File: src/adcts_defs.svh
// Constants of the converter trigger sequencer: register offsets,
// field positions, reset values and conversion timing.
// Assumes a 10 MHz system clock and byte addresses on a 32-bit bus.
`ifndef ADCTS_DEFS_SVH
`define ADCTS_DEFS_SVH

// Register byte offsets
`define ADCTS_OFS_CTRL0     8'h00
`define ADCTS_OFS_CTRL1     8'h04
`define ADCTS_OFS_CHSEL     8'h08
`define ADCTS_OFS_EVSEL     8'h0C
`define ADCTS_OFS_RES_BASE  8'h40
`define ADCTS_OFS_RES_LAST  8'h64

// Control register zero fields
`define ADCTS_C0_EN     7
`define ADCTS_C0_RUN    6
`define ADCTS_C0_TRG_HI 5
`define ADCTS_C0_TRG_LO 4
`define ADCTS_C0_SCAN   3
`define ADCTS_C0_BUF4   2

// Control register one: trigger pattern lies in bits 5:4, bit 3 zero
`define ADCTS_C1_TRG_HI 5
`define ADCTS_C1_TRG_LO 4

// Reset values
`define ADCTS_RST_CTRL1 8'h00
`define ADCTS_RST_CHSEL 4'h0
`define ADCTS_RST_EVSEL 3'h0

// Channels, slots and result width
`define ADCTS_NCH       10
`define ADCTS_LAST_CH   4'h9
`define ADCTS_RES_W     10

// Conversion timing
`define ADCTS_CLK_PERIOD_NS 100
`define ADCTS_CONV_TIME_NS  2000
`define ADCTS_CONV_CYCLES   ((`ADCTS_CONV_TIME_NS + `ADCTS_CLK_PERIOD_NS - 1) / `ADCTS_CLK_PERIOD_NS)
`define ADCTS_CNT_W         5

`endif

File: src/adcts_pkg.sv
// Types of the converter trigger sequencer.
// Assumes adcts_defs.svh on the include path.
`include "adcts_defs.svh"

package adcts_pkg;

   typedef enum logic [1:0] {
      ADCTS_TRG_SW    = 2'b00,
      ADCTS_TRG_TIMER = 2'b01,
      ADCTS_TRG_EXT   = 2'b10,
      ADCTS_TRG_RSV   = 2'b11
   } adcts_trg_t;

   typedef struct packed {
      logic                       busy;
      logic [`ADCTS_CNT_W-1:0]    cnt;
      logic [3:0]                 chan;
      logic                       sample;
      logic                       done;
      logic [`ADCTS_RES_W-1:0]    data;
   } adcts_eng_st_t;

   typedef struct packed {
      logic [`ADCTS_NCH-1:0][`ADCTS_RES_W-1:0] slot;
   } adcts_bank_st_t;

   typedef struct packed {
      logic        en;
      adcts_trg_t  trg;
      logic        scan;
      logic        buf4;
      logic [7:0]  c1;
      logic [3:0]  chsel;
      logic [2:0]  evsel;
      logic        run;
      logic [3:0]  idx;
      logic        start;
      logic        abort;
      logic        irq;
      logic        ack;
      logic [31:0] dat;
   } adcts_top_st_t;

endpackage : adcts_pkg

File: src/adcts_conv_engine.sv
// Conversion timing engine: drives the analog channel select, counts
// the conversion time and captures the comparator result.
// Assumes adc_data_i is valid at the end of the conversion time.
`timescale 1ns/1ns
`include "adcts_defs.svh"

module adcts_conv_engine
   import adcts_pkg::*;
(
   // Clock and reset
   input  wire logic                     clk_i,
   input  wire logic                     rst_i,
   // Sequencer side
   input  wire logic                     start_i,
   input  wire logic                     abort_i,
   input  wire logic [3:0]               chan_i,
   output logic                          done_o,
   output logic [`ADCTS_RES_W-1:0]       data_o,
   // Analog side
   input  wire logic [`ADCTS_RES_W-1:0]  adc_data_i,
   output logic [3:0]                    analog_channel_o,
   output logic                          conv_sample_o
);

   localparam logic [`ADCTS_CNT_W-1:0] CONV_LAST = `ADCTS_CNT_W'(`ADCTS_CONV_CYCLES - 1);

   adcts_eng_st_t s_r;
   adcts_eng_st_t s_nxt;

   always_comb begin
      s_nxt        = s_r;
      s_nxt.sample = 1'b0;
      s_nxt.done   = 1'b0;
      if (start_i) begin
         // Restart drops whatever was in progress
         s_nxt.busy   = 1'b1;
         s_nxt.cnt    = CONV_LAST;
         s_nxt.chan   = chan_i;
         s_nxt.sample = 1'b1;
      end else if (abort_i) begin
         s_nxt.busy = 1'b0;
      end else if (s_r.busy) begin
         if (s_r.cnt == '0) begin
            s_nxt.busy = 1'b0;
            s_nxt.done = 1'b1;
            s_nxt.data = adc_data_i;
         end else begin
            s_nxt.cnt = s_r.cnt - 1'b1;
         end
      end
   end

   always_ff @(posedge clk_i) begin
      if (rst_i) begin
         s_r <= '0;
      end else begin
         s_r <= s_nxt;
      end
   end

   assign done_o           = s_r.done;
   assign data_o           = s_r.data;
   assign analog_channel_o = s_r.chan;
   assign conv_sample_o    = s_r.sample;

endmodule : adcts_conv_engine

File: src/adcts_result_bank.sv
// Ten per-channel result slots with one write and one read port.
// Assumes writes come only from the sequencer at conversion end.
`timescale 1ns/1ns
`include "adcts_defs.svh"

module adcts_result_bank
   import adcts_pkg::*;
(
   // Clock and reset
   input  wire logic                     clk_i,
   input  wire logic                     rst_i,
   // Write port
   input  wire logic                     we_i,
   input  wire logic [3:0]               wslot_i,
   input  wire logic [`ADCTS_RES_W-1:0]  wdata_i,
   // Read port
   input  wire logic [3:0]               rslot_i,
   output logic [`ADCTS_RES_W-1:0]       rdata_o
);

   adcts_bank_st_t s_r;
   adcts_bank_st_t s_nxt;

   always_comb begin
      s_nxt = s_r;
      if (we_i && (wslot_i <= `ADCTS_LAST_CH)) begin
         s_nxt.slot[wslot_i] = wdata_i;
      end
   end

   always_ff @(posedge clk_i) begin
      if (rst_i) begin
         s_r <= '0;
      end else begin
         s_r <= s_nxt;
      end
   end

   assign rdata_o = (rslot_i <= `ADCTS_LAST_CH) ? s_r.slot[rslot_i] : '0;

endmodule : adcts_result_bank

File: src/adcts_top.sv
// Converter trigger sequencer: Wishbone register slave, trigger
// selection and conversion sequencing over ten analog channels.
// Assumes timer events are one-cycle pulses synchronous to clk_i.
//
// Notes on behaviour
// - Software-start mode converts as soon as the enable bit is set.
// - Single-buffer select: convert chosen channel, store, interrupt, repeat while enabled.
// - Four-buffer select: four conversions (two for 8, 9) into grouped slots.
// - Scan converts channels upward from zero into each channel's slot.
// - Scan last channel comes from the channel select field.
// - Software scan interrupts after last channel, then restarts while enabled.
// - Timer mode waits for event; running flag set while converting.
// - Timer event during conversion restarts the sequence from its start.
// - Writing a mode or channel register mid-conversion restarts sequence.
// - Timer single-buffer: one conversion, one store, one interrupt per event.
// - Timer single-buffer converts on every event while enabled.
// - Timer four-buffer: one event gives four conversions (two for 8, 9), then interrupt.
// - Next timer four-buffer run waits for another event.
// - Timer scan converts zero to last channel, then interrupts.
// - After timer scan, idle until next event, restart at zero.
// - Trigger mode is a two-bit field, mirrored in control register one.
// - Separate bits choose select or scan, and one or four buffers.
// - Event select register picks one of eight timer events.
// - Clearing enable stops conversion at once, storing nothing.
//
// Our own choices: the Wishbone interface to the registers and the address map.
`timescale 1ns/1ns
`include "adcts_defs.svh"

module adcts_top
   import adcts_pkg::*;
(
   // Clock and reset
   input  wire logic                     clk_i,
   input  wire logic                     rst_i,
   // Wishbone slave
   input  wire logic                     wb_cyc_i,
   input  wire logic                     wb_stb_i,
   input  wire logic                     wb_we_i,
   input  wire logic [7:0]               wb_adr_i,
   input  wire logic [3:0]               wb_sel_i,
   input  wire logic [31:0]              wb_dat_i,
   output logic [31:0]                   wb_dat_o,
   output logic                          wb_ack_o,
   // Timer events: trig a/b of timers 0,1 then reversals
   input  wire logic [7:0]               timer_evt_i,
   // Analog multiplexer and comparator
   input  wire logic [`ADCTS_RES_W-1:0]  adc_data_i,
   output logic [3:0]                    analog_channel_o,
   output logic                          conv_sample_o,
   // Interrupt
   output logic                          conv_end_irq_o
);

   adcts_top_st_t s_r;
   adcts_top_st_t s_nxt;

   logic                     eng_done;
   logic [`ADCTS_RES_W-1:0]  eng_data;
   logic [`ADCTS_RES_W-1:0]  bank_rd;
   logic [3:0]               bank_rslot;
   logic                     store;
   logic                     bus_req;
   logic                     wr;
   logic                     cfg_wr;
   logic                     go;
   logic                     sw;
   logic                     tm;
   logic                     evt;
   logic                     last;
   logic [3:0]               sel_ch;
   logic [3:0]               scan_last;
   logic [3:0]               grp_base;
   logic [3:0]               cur_chan;
   logic [3:0]               cur_slot;
   logic                     res_hit;
   logic [31:0]              rd_word;

   // Channel and slot of the conversion in hand
   always_comb begin
      sel_ch    = (s_r.chsel > `ADCTS_LAST_CH) ? `ADCTS_LAST_CH : s_r.chsel;
      scan_last = sel_ch;
      if (sel_ch < 4'h4) begin
         grp_base = 4'h0;
      end else if (sel_ch < 4'h8) begin
         grp_base = 4'h4;
      end else begin
         grp_base = 4'h8;
      end
      if (s_r.scan) begin
         cur_chan = s_r.idx;
         cur_slot = s_r.idx;
         last     = (s_r.idx == scan_last);
      end else if (s_r.buf4) begin
         cur_chan = sel_ch;
         cur_slot = grp_base + s_r.idx;
         last     = (sel_ch >= 4'h8) ? (s_r.idx == 4'h1) : (s_r.idx == 4'h3);
      end else begin
         cur_chan = sel_ch;
         cur_slot = sel_ch;
         last     = 1'b1;
      end
   end

   // Bus read decode
   assign res_hit    = (wb_adr_i >= `ADCTS_OFS_RES_BASE) && (wb_adr_i <= `ADCTS_OFS_RES_LAST) &&
                       (wb_adr_i[1:0] == 2'b00);
   assign bank_rslot = 4'(wb_adr_i[5:2]);

   always_comb begin
      rd_word = 32'h0000_0000;
      if (res_hit) begin
         rd_word = {22'h00_0000, bank_rd};
      end else begin
         case (wb_adr_i)
            `ADCTS_OFS_CTRL0: begin
               rd_word = {24'h00_0000, s_r.en, s_r.run, s_r.trg, s_r.scan, s_r.buf4, 2'b00};
            end
            `ADCTS_OFS_CTRL1: begin
               rd_word = {24'h00_0000, s_r.c1[7:6], s_r.trg, 1'b0, s_r.c1[2:0]};
            end
            `ADCTS_OFS_CHSEL: begin
               rd_word = {28'h000_0000, s_r.chsel};
            end
            `ADCTS_OFS_EVSEL: begin
               rd_word = {29'h0000_0000, s_r.evsel};
            end
            default: begin
               rd_word = 32'h0000_0000;
            end
         endcase
      end
   end

   // Registers, bus handshake and sequencing
   always_comb begin
      s_nxt       = s_r;
      s_nxt.ack   = 1'b0;
      s_nxt.irq   = 1'b0;
      s_nxt.start = 1'b0;
      s_nxt.abort = 1'b0;
      store       = 1'b0;
      go          = 1'b0;
      cfg_wr      = 1'b0;
      bus_req     = wb_cyc_i & wb_stb_i;
      // Write takes effect on the edge that sees ack high
      wr          = s_r.ack & bus_req & wb_we_i & wb_sel_i[0];

      if (bus_req && !s_r.ack) begin
         s_nxt.ack = 1'b1;
         s_nxt.dat = rd_word;
      end

      if (wr) begin
         case (wb_adr_i)
            `ADCTS_OFS_CTRL0: begin
               s_nxt.en   = wb_dat_i[`ADCTS_C0_EN];
               s_nxt.trg  = adcts_trg_t'(wb_dat_i[`ADCTS_C0_TRG_HI:`ADCTS_C0_TRG_LO]);
               s_nxt.scan = wb_dat_i[`ADCTS_C0_SCAN];
               s_nxt.buf4 = wb_dat_i[`ADCTS_C0_BUF4];
               cfg_wr     = 1'b1;
            end
            `ADCTS_OFS_CTRL1: begin
               s_nxt.c1  = wb_dat_i[7:0];
               s_nxt.trg = adcts_trg_t'(wb_dat_i[`ADCTS_C1_TRG_HI:`ADCTS_C1_TRG_LO]);
               cfg_wr    = 1'b1;
            end
            `ADCTS_OFS_CHSEL: begin
               s_nxt.chsel = wb_dat_i[3:0];
               cfg_wr      = 1'b1;
            end
            `ADCTS_OFS_EVSEL: begin
               s_nxt.evsel = wb_dat_i[2:0];
            end
            default: begin
               cfg_wr = 1'b0;
            end
         endcase
      end

      sw  = (s_nxt.trg == ADCTS_TRG_SW);
      tm  = (s_nxt.trg == ADCTS_TRG_TIMER);
      evt = timer_evt_i[s_r.evsel];

      if (!s_nxt.en) begin
         // Partial result is dropped, no slot written
         s_nxt.abort = s_r.run;
         s_nxt.run   = 1'b0;
      end else if (!s_r.en || cfg_wr) begin
         if (sw) begin
            go = 1'b1;
         end else if (tm && s_r.run) begin
            go = 1'b1;
         end else begin
            s_nxt.abort = s_r.run;
            s_nxt.run   = 1'b0;
         end
      end else if (tm && evt) begin
         // Event beats a same-cycle conversion end: restart, nothing stored
         go = 1'b1;
      end else if (eng_done && s_r.run && !s_r.start) begin
         // A done from a conversion being replaced never reaches a slot
         store = 1'b1;
         if (last) begin
            s_nxt.irq = 1'b1;
            if (sw) begin
               go = 1'b1;
            end else begin
               s_nxt.run = 1'b0;
            end
         end else begin
            s_nxt.idx   = s_r.idx + 4'h1;
            s_nxt.start = 1'b1;
         end
      end

      if (go) begin
         s_nxt.run   = 1'b1;
         s_nxt.idx   = 4'h0;
         s_nxt.start = 1'b1;
      end
   end

   always_ff @(posedge clk_i) begin
      if (rst_i) begin
         s_r       <= '0;
         s_r.trg   <= ADCTS_TRG_SW;
         s_r.c1    <= `ADCTS_RST_CTRL1;
         s_r.chsel <= `ADCTS_RST_CHSEL;
         s_r.evsel <= `ADCTS_RST_EVSEL;
      end else begin
         s_r <= s_nxt;
      end
   end

   adcts_conv_engine u_engine (
      .clk_i            (clk_i),
      .rst_i            (rst_i),
      .start_i          (s_r.start),
      .abort_i          (s_r.abort),
      .chan_i           (cur_chan),
      .done_o           (eng_done),
      .data_o           (eng_data),
      .adc_data_i       (adc_data_i),
      .analog_channel_o (analog_channel_o),
      .conv_sample_o    (conv_sample_o)
   );

   adcts_result_bank u_bank (
      .clk_i   (clk_i),
      .rst_i   (rst_i),
      .we_i    (store),
      .wslot_i (cur_slot),
      .wdata_i (eng_data),
      .rslot_i (bank_rslot),
      .rdata_o (bank_rd)
   );

   assign wb_ack_o       = s_r.ack;
   assign wb_dat_o       = s_r.dat;
   assign conv_end_irq_o = s_r.irq;

endmodule : adcts_top

File: config.mk
export PLATFORM = sky130hd
export DESIGN_NAME = adcts_top
export DESIGN_NICKNAME = d
export VERILOG_FILES = /design/src/adcts_pkg.sv /design/src/adcts_conv_engine.sv /design/src/adcts_result_bank.sv /design/src/adcts_top.sv
export VERILOG_INCLUDE_DIRS = /design/src
export SDC_FILE = /design/constraint.sdc
export NUM_CORES = 1
export LEC_CHECK = 0
export ABC_CLOCK_PERIOD_IN_PS = 3900
export BUFFER_PORTS_ARGS = -buffer_cell sky130_fd_sc_hd__buf_2
export CORE_ASPECT_RATIO = 0.5
export CORE_MARGIN = 3
export CORE_UTILIZATION = 40
export DETAILED_ROUTE_END_ITERATION = 8
export REMOVE_ABC_BUFFERS = 1
export SYNTH_ARGS = -nofsm -noshare
export SYNTH_HDL_FRONTEND = slang
export SYNTH_HIERARCHICAL = 1
export SYNTH_SLANG_ARGS = --single-unit
export TNS_END_PERCENT = 10
File: constraint.sdc
create_clock -name clk_i -period 3.9 [get_ports clk_i]
set_input_delay 0.39 -clock clk_i [delete_from_list [all_inputs] [get_ports clk_i]]
set_output_delay 0.39 -clock clk_i [all_outputs]
set_load 0.02 [all_outputs]
==> results of run 1 <==
state kept, by name, summed over array words and instances (netlist names):
| name | flops |
|---|---|
| u_engine/analog_channel_o | 4 |
| u_engine/s_r | 6 |
| wb_dat_o | 10 |
| u_engine/conv_sample_o | 1 |
| u_bank/s_r | 100 |
| s_r | 24 |
| u_engine/done_o | 1 |
| wb_ack_o | 1 |
| u_engine/data_o | 10 |
| conv_end_irq_o | 1 |
layer usage:
metal / vias to the layer above / track usage
li1: 3358 / -
met1: 3355 / 0.297
met2: 263 / 0.306
met3: 18 / 0.0371
met4: 0 / 0.0542
met5: - / 0
final cells by class:
class / instances / area (um2) / area share
Tap cell: 266 / 333 / 0.0376
Multi-Input combinational cell: 676 / 4230 / 0.477
Timing Repair Buffer: 73 / 423 / 0.0477
Sequential cell: 158 / 3160 / 0.357
Clock inverter: 10 / 210 / 0.0237
Inverter: 13 / 48.8 / 0.00551
Clock buffer: 22 / 454 / 0.0513
power by group:
| part | leakage, uW | total, uW | internal [uW] | switching, uW |
|---|---|---|---|---|
| registers | 0.00127 | 1620 | 1620 | 3.25 |
| clock network | 0.000319 | 1880 | 1220 | 660 |
| logic | 0.00152 | 172 | 54.1 | 118 |
per-stage QoR:
step / cell area (um2) / utilization / power, uW / instances
after floorplan: 7430 / - / 1730 / 847
after global placement: 8190 / 0.417 / 1830 / 1186
after detailed placement: 8190 / 0.417 / 1830 / 1186
after CTS: 8860 / 0.451 / 3710 / 1218
after global routing: 8860 / 0.451 / 3790 / 1218
final: 8860 / 0.451 / 3670 / 1218
kinds of logic after synthesis:
logic type,Yosys count,share of synthesized area
other cells,1,0.000463
mux,70,0.112
flops,158,0.391
simple gates,266,0.173
compound gates,313,0.219
fa+ha+maj,3,0.00464
buf+inv,150,0.0982
xor+xnor,2,0.00216
tightest hold or removal path: stages:
cell	delay, ns
sky130_fd_sc_hd__buf_2	0.09
sky130_fd_sc_hd__mux2i_1	0.06
sky130_fd_sc_hd__nor2_1	0.08
worst max path at each step:
stage                        start                          end
2_1_floorplan          wb_adr_i[4]  u_bank/s_r[40]$_SDFFE_PP0P_
3_5_place_dp           wb_adr_i[4]  u_bank/s_r[32]$_SDFFE_PP0P_
5_1_grt        wb_ack_o$_SDFF_PP0_  u_bank/s_r[68]$_SDFFE_PP0P_
6_report       wb_ack_o$_SDFF_PP0_  u_bank/s_r[32]$_SDFFE_PP0P_
4_1_cts        wb_ack_o$_SDFF_PP0_  u_bank/s_r[66]$_SDFFE_PP0P_
3_3_place_gp           wb_adr_i[4]  u_bank/s_r[24]$_SDFFE_PP0P_
layout by cell type (no fill, tap or decap), types with 15 or more instances in the layout:
cell and n:
sky130_fd_sc_hd__a21oi_1 130, sky130_fd_sc_hd__mux2_2 26, sky130_fd_sc_hd__dfxtp_1 158, sky130_fd_sc_hd__mux2i_1 21, sky130_fd_sc_hd__clkbuf_16 17, sky130_fd_sc_hd__nand3_1 121
sky130_fd_sc_hd__nor2_1 43, sky130_fd_sc_hd__buf_2 55, sky130_fd_sc_hd__o21ai_1 15, sky130_fd_sc_hd__o21ai_0 117, sky130_fd_sc_hd__nand2_1 30, sky130_fd_sc_hd__conb_1 22
sky130_fd_sc_hd__buf_4 17
==> results.sh, run 1 <==
export IMPL_synth_yosys_seq_area_share=0.391
export IMPL_hold_viol=0
export IMPL_first_pass_grt_wire_length_mm=36.2
export IMPL_setup_total_negative_slack_ns=0
export IMPL_numClockSinks=158
export IMPL_area_of_the_die_mm2=0.0221
export IMPL_antennaDiodeCount=0
export IMPL_yosys_register_bits=158
export IMPL_end_kind="flip-flop"
export IMPL_floorplan_rows=36
export IMPL_clock_root_buffer="sky130_fd_sc_hd__clkbuf_16"
export IMPL_gp_congestion=0.810
export IMPL_gr_usage_all_layers=0.202
export IMPL_clock_tree_from_tritoncts="yes"
export IMPL_cts_root_to_sink_buffers=2
export IMPL_die_width_um=207
export IMPL_timing_final_ws_setup_ns=0.621
export IMPL_first_global_vias=6690
export IMPL_cp_start_kind="flip-flop"
export IMPL_clk_transition_reported_paths_ns=0.06
export IMPL_m1WireLength_mm=10.5
export IMPL_power_density_cell_area_mw_per_mm2=415
export IMPL_io_pins=106
export IMPL_timing_rr_start="wb_ack_o$_SDFF_PP0_"
export IMPL_synthesis_yosys_warnings=6
export IMPL_hold_buffers=0
export IMPL_finalHoldWorstSlack_ns=0.223
export IMPL_postSynth_asyncResetShare=0
export IMPL_signed_area_change_from_the_synthesized_netlist_to_the_final_layout_pct=9.43
export IMPL_rsz0062_at_grt="no"
export IMPL_syn_inst=963
export IMPL_synth_avg_cell_area_um2=8.40
export IMPL_detailed_place_hpwl_mm=13.6
export IMPL_grt_start_max_net_pins=82
export IMPL_critical_path_top_cell_by_count="sky130_fd_sc_hd__nand3_1"
export IMPL_grt_antenna_before_repair=0
export IMPL_vdd_drop_max_v=0.000331
export IMPL_placeableCoreArea_mm2=0.0196
export IMPL_r2r_end="u_bank/s_r[32]$_SDFFE_PP0P_"
export IMPL_cts_post_setup_buffers_inserted=0
export IMPL_post_synth_top_area_cell="sky130_fd_sc_hd__dfxtp_1"
export IMPL_routed_wire_length_per_instance_um=18.4
export IMPL_setup_slack_on_the_worst_flop_to_flop_path_ns=0.62
export IMPL_report_final_setup_viol=0
export IMPL_post_route_cells_drive_above_1_share=0.173
export IMPL_worst_pin_slew_ns=1.16
export IMPL_routed_via_density=5.74
export IMPL_timing_critical_path_depth=8
export IMPL_slew_limit_headroom=0.224
export IMPL_vias=6994
export IMPL_finish_net_count=1009
export IMPL_dieHeight_um=107
export IMPL_timing_hold_worst_class="in2reg"
export IMPL_detail_route_drc_violations=0
export IMPL_syn_area_mm2=0.00809
export IMPL_initial_core_util=0.412
export IMPL_firstDrtPassIters=5
export IMPL_routed_wl_met3_mm=1.80
export IMPL_worst_endpoint_required_ns=4.24
export IMPL_yosys_area_top_type_share=0.391
export IMPL_hold_depth=3
export IMPL_pre_cts_ws_ns=0.396
export IMPL_cts_buffers_inserted=17
export IMPL_final_antenna_net_count=0
export IMPL_netlist_cell_type_count=69
export IMPL_outcome="finished, final reports clean"
export IMPL_number_of_maximum_capacitance_constraint_violations=0
export IMPL_skew_pair_late_insertion_delay_ns=0.42
export IMPL_ys_top_cells_by_count="sky130_fd_sc_hd__dfxtp_1, sky130_fd_sc_hd__a21oi_1, sky130_fd_sc_hd__nand3_1, sky130_fd_sc_hd__o21ai_0, sky130_fd_sc_hd__clkbuf_1"
export IMPL_count_of_final_max_slew_check_failures=0
export IMPL_timing_critical_path_max_delay_family="simple AND/OR/NAND/NOR gates"
export IMPL_highest_layer="met4"
export IMPL_worst_clock_skew_ns=0.00873
export IMPL_longest_individual_stage_delay_on_the_worst_path_ns=0.90
export IMPL_cp_arrival_ns=3.62
export IMPL_hp_start="wb_dat_i[3]"
export IMPL_whs_endpoint="s_r[57]$_SDFFE_PP0P_"
export IMPL_met2RoutedLength_mm=9.86
export IMPL_path_class="reg2reg"
export IMPL_clock_fmax_mhz=305
export IMPL_synth_top_cells_by_area="sky130_fd_sc_hd__dfxtp_1, sky130_fd_sc_hd__a21oi_1, sky130_fd_sc_hd__nand3_1"
export IMPL_grt_remaining_overflow=0
export IMPL_time_the_worst_path_needs_with_i_o_delays_and_setup_ns=3.28
export IMPL_fill_cells=1929
export IMPL_timing_final_crit_share=0.841
export IMPL_drt_first_iter_violations=734
export IMPL_static_leakage_power_uw=0.00311
export IMPL_timing_reg2reg_worst_path_depth=8
export IMPL_portBuffers=56
export IMPL_synth_edff_count=0
export IMPL_path_max_fanout=20
export IMPL_cts_h_tree_lvls=4
export IMPL_crit_chain="nand3_1, nor4_4, mux2i_1, a21o_1, inv_1, and3_1, nand3_1, a21oi_1"
export IMPL_yosys_cell_count_top_type="sky130_fd_sc_hd__dfxtp_1"
export IMPL_detail_route_wirelength_mm=22.4
export IMPL_postCtsResizedCells=0
export IMPL_critical_path_n_buffers_inverters=1
export IMPL_yosys_most_used_dff="sky130_fd_sc_hd__dfxtp_1"
export IMPL_slowest_stage="sky130_fd_sc_hd__and3_1"
No activity file was read; power rests on OpenSTA's default activity.
==> run 2: changes to the inputs <==
--- a/config.mk
+++ b/config.mk
@@ -6,7 +6,7 @@
 export SDC_FILE = /design/constraint.sdc
 export NUM_CORES = 1
 export LEC_CHECK = 0
-export ABC_CLOCK_PERIOD_IN_PS = 3900
+export ABC_CLOCK_PERIOD_IN_PS = 3000
 export BUFFER_PORTS_ARGS = -buffer_cell sky130_fd_sc_hd__buf_2
 export CORE_ASPECT_RATIO = 0.5
 export CORE_MARGIN = 3
==> constraint.sdc (replaced) <==
create_clock -name clk_i -period 3 [get_ports clk_i]
set_input_delay 0.3 -clock clk_i [delete_from_list [all_inputs] [get_ports clk_i]]
set_output_delay 0.3 -clock clk_i [all_outputs]
set_load 0.02 [all_outputs]
==> run 2 against run 1 <==
Final cell count increased by 1.2%. Die area is the same. Design area up 1.9%. Core utilization rose by 0.83 points. Worst hold slack got worse by 0.11 ns. Sequential power is 30% higher. Highest routed layer unchanged.
==> results.sh, run 2 (synthesized netlist as in run 1, its figures left out) <==
export IMPL_clock_fmax_mhz=371
export IMPL_initial_core_util=0.412
export IMPL_grt_start_max_net_pins=89
export IMPL_top_regs="u_bank/s_r x100, s_r x24"
export IMPL_fill_cells=1933
export IMPL_layout_core_utilization=0.459
export IMPL_post_route_cells_drive_above_1_share=0.190
export IMPL_time_the_worst_path_needs_with_i_o_delays_and_setup_ns=2.70
export IMPL_worst_endpoint_required_ns=3.36
export IMPL_cts_h_tree_lvls=4
export IMPL_postCtsResizedCells=0
export IMPL_portBuffers=56
export IMPL_signed_area_change_from_the_synthesized_netlist_to_the_final_layout_pct=11.5
export IMPL_final_cell_mix="sky130_fd_sc_hd__dfxtp_1, sky130_fd_sc_hd__a21oi_1, sky130_fd_sc_hd__nand3_1"
export IMPL_cts_root_to_sink_buffers=2
export IMPL_hold_viol=0
export IMPL_vdd_drop_max_v=0.000379
export IMPL_dieHeight_um=107
export IMPL_detail_route_drc_violations=0
export IMPL_detail_route_wirelength_mm=22.5
export IMPL_report_final_setup_viol=0
export IMPL_final_antenna_net_count=0
export IMPL_outcome="finished, final reports clean"
export IMPL_numClockSinks=158
export IMPL_layout_commonest_cell="sky130_fd_sc_hd__dfxtp_1"
export IMPL_cts_buffers_inserted=17
export IMPL_vias=7124
export IMPL_gp_congestion=0.825
export IMPL_clock_root_buffer="sky130_fd_sc_hd__clkbuf_16"
export IMPL_path_max_fanout=30
export IMPL_routed_via_density=5.78
export IMPL_antennaDiodeCount=0
export IMPL_hold_buffers=0
export IMPL_timing_final_crit_share=0.899
export IMPL_clk_transition_reported_paths_ns=0.07
export IMPL_worst_pin_slew_ns=0.756
export IMPL_sequential_cell_area_mm2=0.00316
export IMPL_static_leakage_power_uw=0.00321
export IMPL_drt_first_iter_violations=700
export IMPL_first_pass_grt_wire_length_mm=35.8
export IMPL_floorplan_rows=36
export IMPL_clock_tree_from_tritoncts="yes"
export IMPL_io_pins=106
export IMPL_worst_clock_skew_ns=0.0107
export IMPL_end_kind="flip-flop"
export IMPL_firstDrtPassIters=5
export IMPL_count_of_final_max_slew_check_failures=0
export IMPL_dpl_cell_count=1201
export IMPL_slew_limit_headroom=0.490
export IMPL_regMostFlops="u_bank/s_r"
export IMPL_die_width_um=207
export IMPL_rsz0062_at_grt="no"
export IMPL_skew_pair_late_insertion_delay_ns=0.43
export IMPL_cts_post_setup_buffers_inserted=0
export IMPL_max_ffs_per_register=100
export IMPL_gr_usage_all_layers=0.201
export IMPL_placeableCoreArea_mm2=0.0196
export IMPL_path_class="reg2reg"
export IMPL_number_of_maximum_capacitance_constraint_violations=0
export IMPL_grt_remaining_overflow=0
export IMPL_area_of_the_die_mm2=0.0221
export IMPL_detailed_place_hpwl_mm=14.0
export IMPL_cp_arrival_ns=3.06
export IMPL_multi_input_gate_area_mm2=0.00423
export IMPL_finish_net_count=1024
export IMPL_timing_hold_worst_class="in2reg"
export IMPL_power_density_cell_area_mw_per_mm2=519
export IMPL_finalHoldWorstSlack_ns=0.118
export IMPL_cp_start_kind="flip-flop"
export IMPL_grt_antenna_before_repair=0
export IMPL_final_instance_count_excl_fill=1233
export IMPL_first_global_vias=6581
export IMPL_routed_wire_length_per_instance_um=18.2
run 2: cell count changes in the layout (fill, tap and decap cells not counted):
cell | previous run | this run
sky130_fd_sc_hd__clkinv_4 | 2 | 3
sky130_fd_sc_hd__clkbuf_1 | 4 | 0
sky130_fd_sc_hd__bufinv_16 | 6 | 4
sky130_fd_sc_hd__inv_6 | 0 | 1
sky130_fd_sc_hd__clkinv_2 | 1 | 2
sky130_fd_sc_hd__buf_12 | 1 | 7
sky130_fd_sc_hd__clkinvlp_4 | 1 | 3
sky130_fd_sc_hd__clkbuf_8 | 1 | 2
sky130_fd_sc_hd__buf_4 | 17 | 26
run 2: final cells by class:
class,instances,area share
multi-input combinational,676,0.468
tap,266,0.0369
sequential,158,0.351
clock inverter,13,0.0208
inverter,13,0.00541
clock buffer,19,0.0502
timing repair buffer,88,0.0677
run 2: power breakdown:
part           internal (uW)  switching, uW
Clock                   1440            908
Sequential              2100           4.18
Combinational           71.9            155
Total                   3620           1070
run 2: layer usage:
layer  track usage  share of wire
met3        0.0374          0.072
met5             0              0
met1         0.295           0.48
met2         0.297           0.43
met4        0.0668          0.017
run 2: per-stage QoR:
| step | instance area (um2) | setup WS, ns | power, uW | TNS, ns |
|---|---|---|---|---|
| 2_1_floorplan | 7430 | -0.802 | 2250 | -29.34 |
| 3_3_place_gp | 8380 | 0.195 | 2380 | 0 |
| 3_5_place_dp | 8380 | 0.155 | 2380 | 0 |
| 4_1_cts | 9020 | 0.339 | 4720 | 0 |
| 5_1_grt | 9020 | 0.149 | 4820 | 0 |
| 6_report | 9020 | 0.303 | 4680 | 0 |
run 2: worst paths after layout:
| kind | startpoint | to | slack, ns | cells past startpoint |
|---|---|---|---|---|
| max reg2reg | wb_ack_o$_SDFF_PP0_ | u_bank/s_r[95]$_SDFFE_PP0P_ | 0.30 | 10 |
| min | wb_dat_i[6] | s_r[54]$_SDFFE_PP0P_ | 0.12 | 3 |
| min reg2reg | wb_dat_o[8]$_SDFFE_PP0P_ | wb_dat_o[8]$_SDFFE_PP0P_ | 0.46 | 2 |
| max | wb_ack_o$_SDFF_PP0_ | u_bank/s_r[95]$_SDFFE_PP0P_ | 0.30 | 10 |
run 2: critical path, stage by stage, from the launching register on:
cell and delay, ns:
sky130_fd_sc_hd__dfxtp_1 0.42, sky130_fd_sc_hd__nand3_1 0.20, sky130_fd_sc_hd__nor4_4 0.41, sky130_fd_sc_hd__mux2i_1 0.18
sky130_fd_sc_hd__a21o_1 0.28, sky130_fd_sc_hd__inv_1 0.08, sky130_fd_sc_hd__buf_4 0.17, sky130_fd_sc_hd__and3b_1 0.16
sky130_fd_sc_hd__buf_4 0.39, sky130_fd_sc_hd__nand3_1 0.15, sky130_fd_sc_hd__a21oi_1 0.16
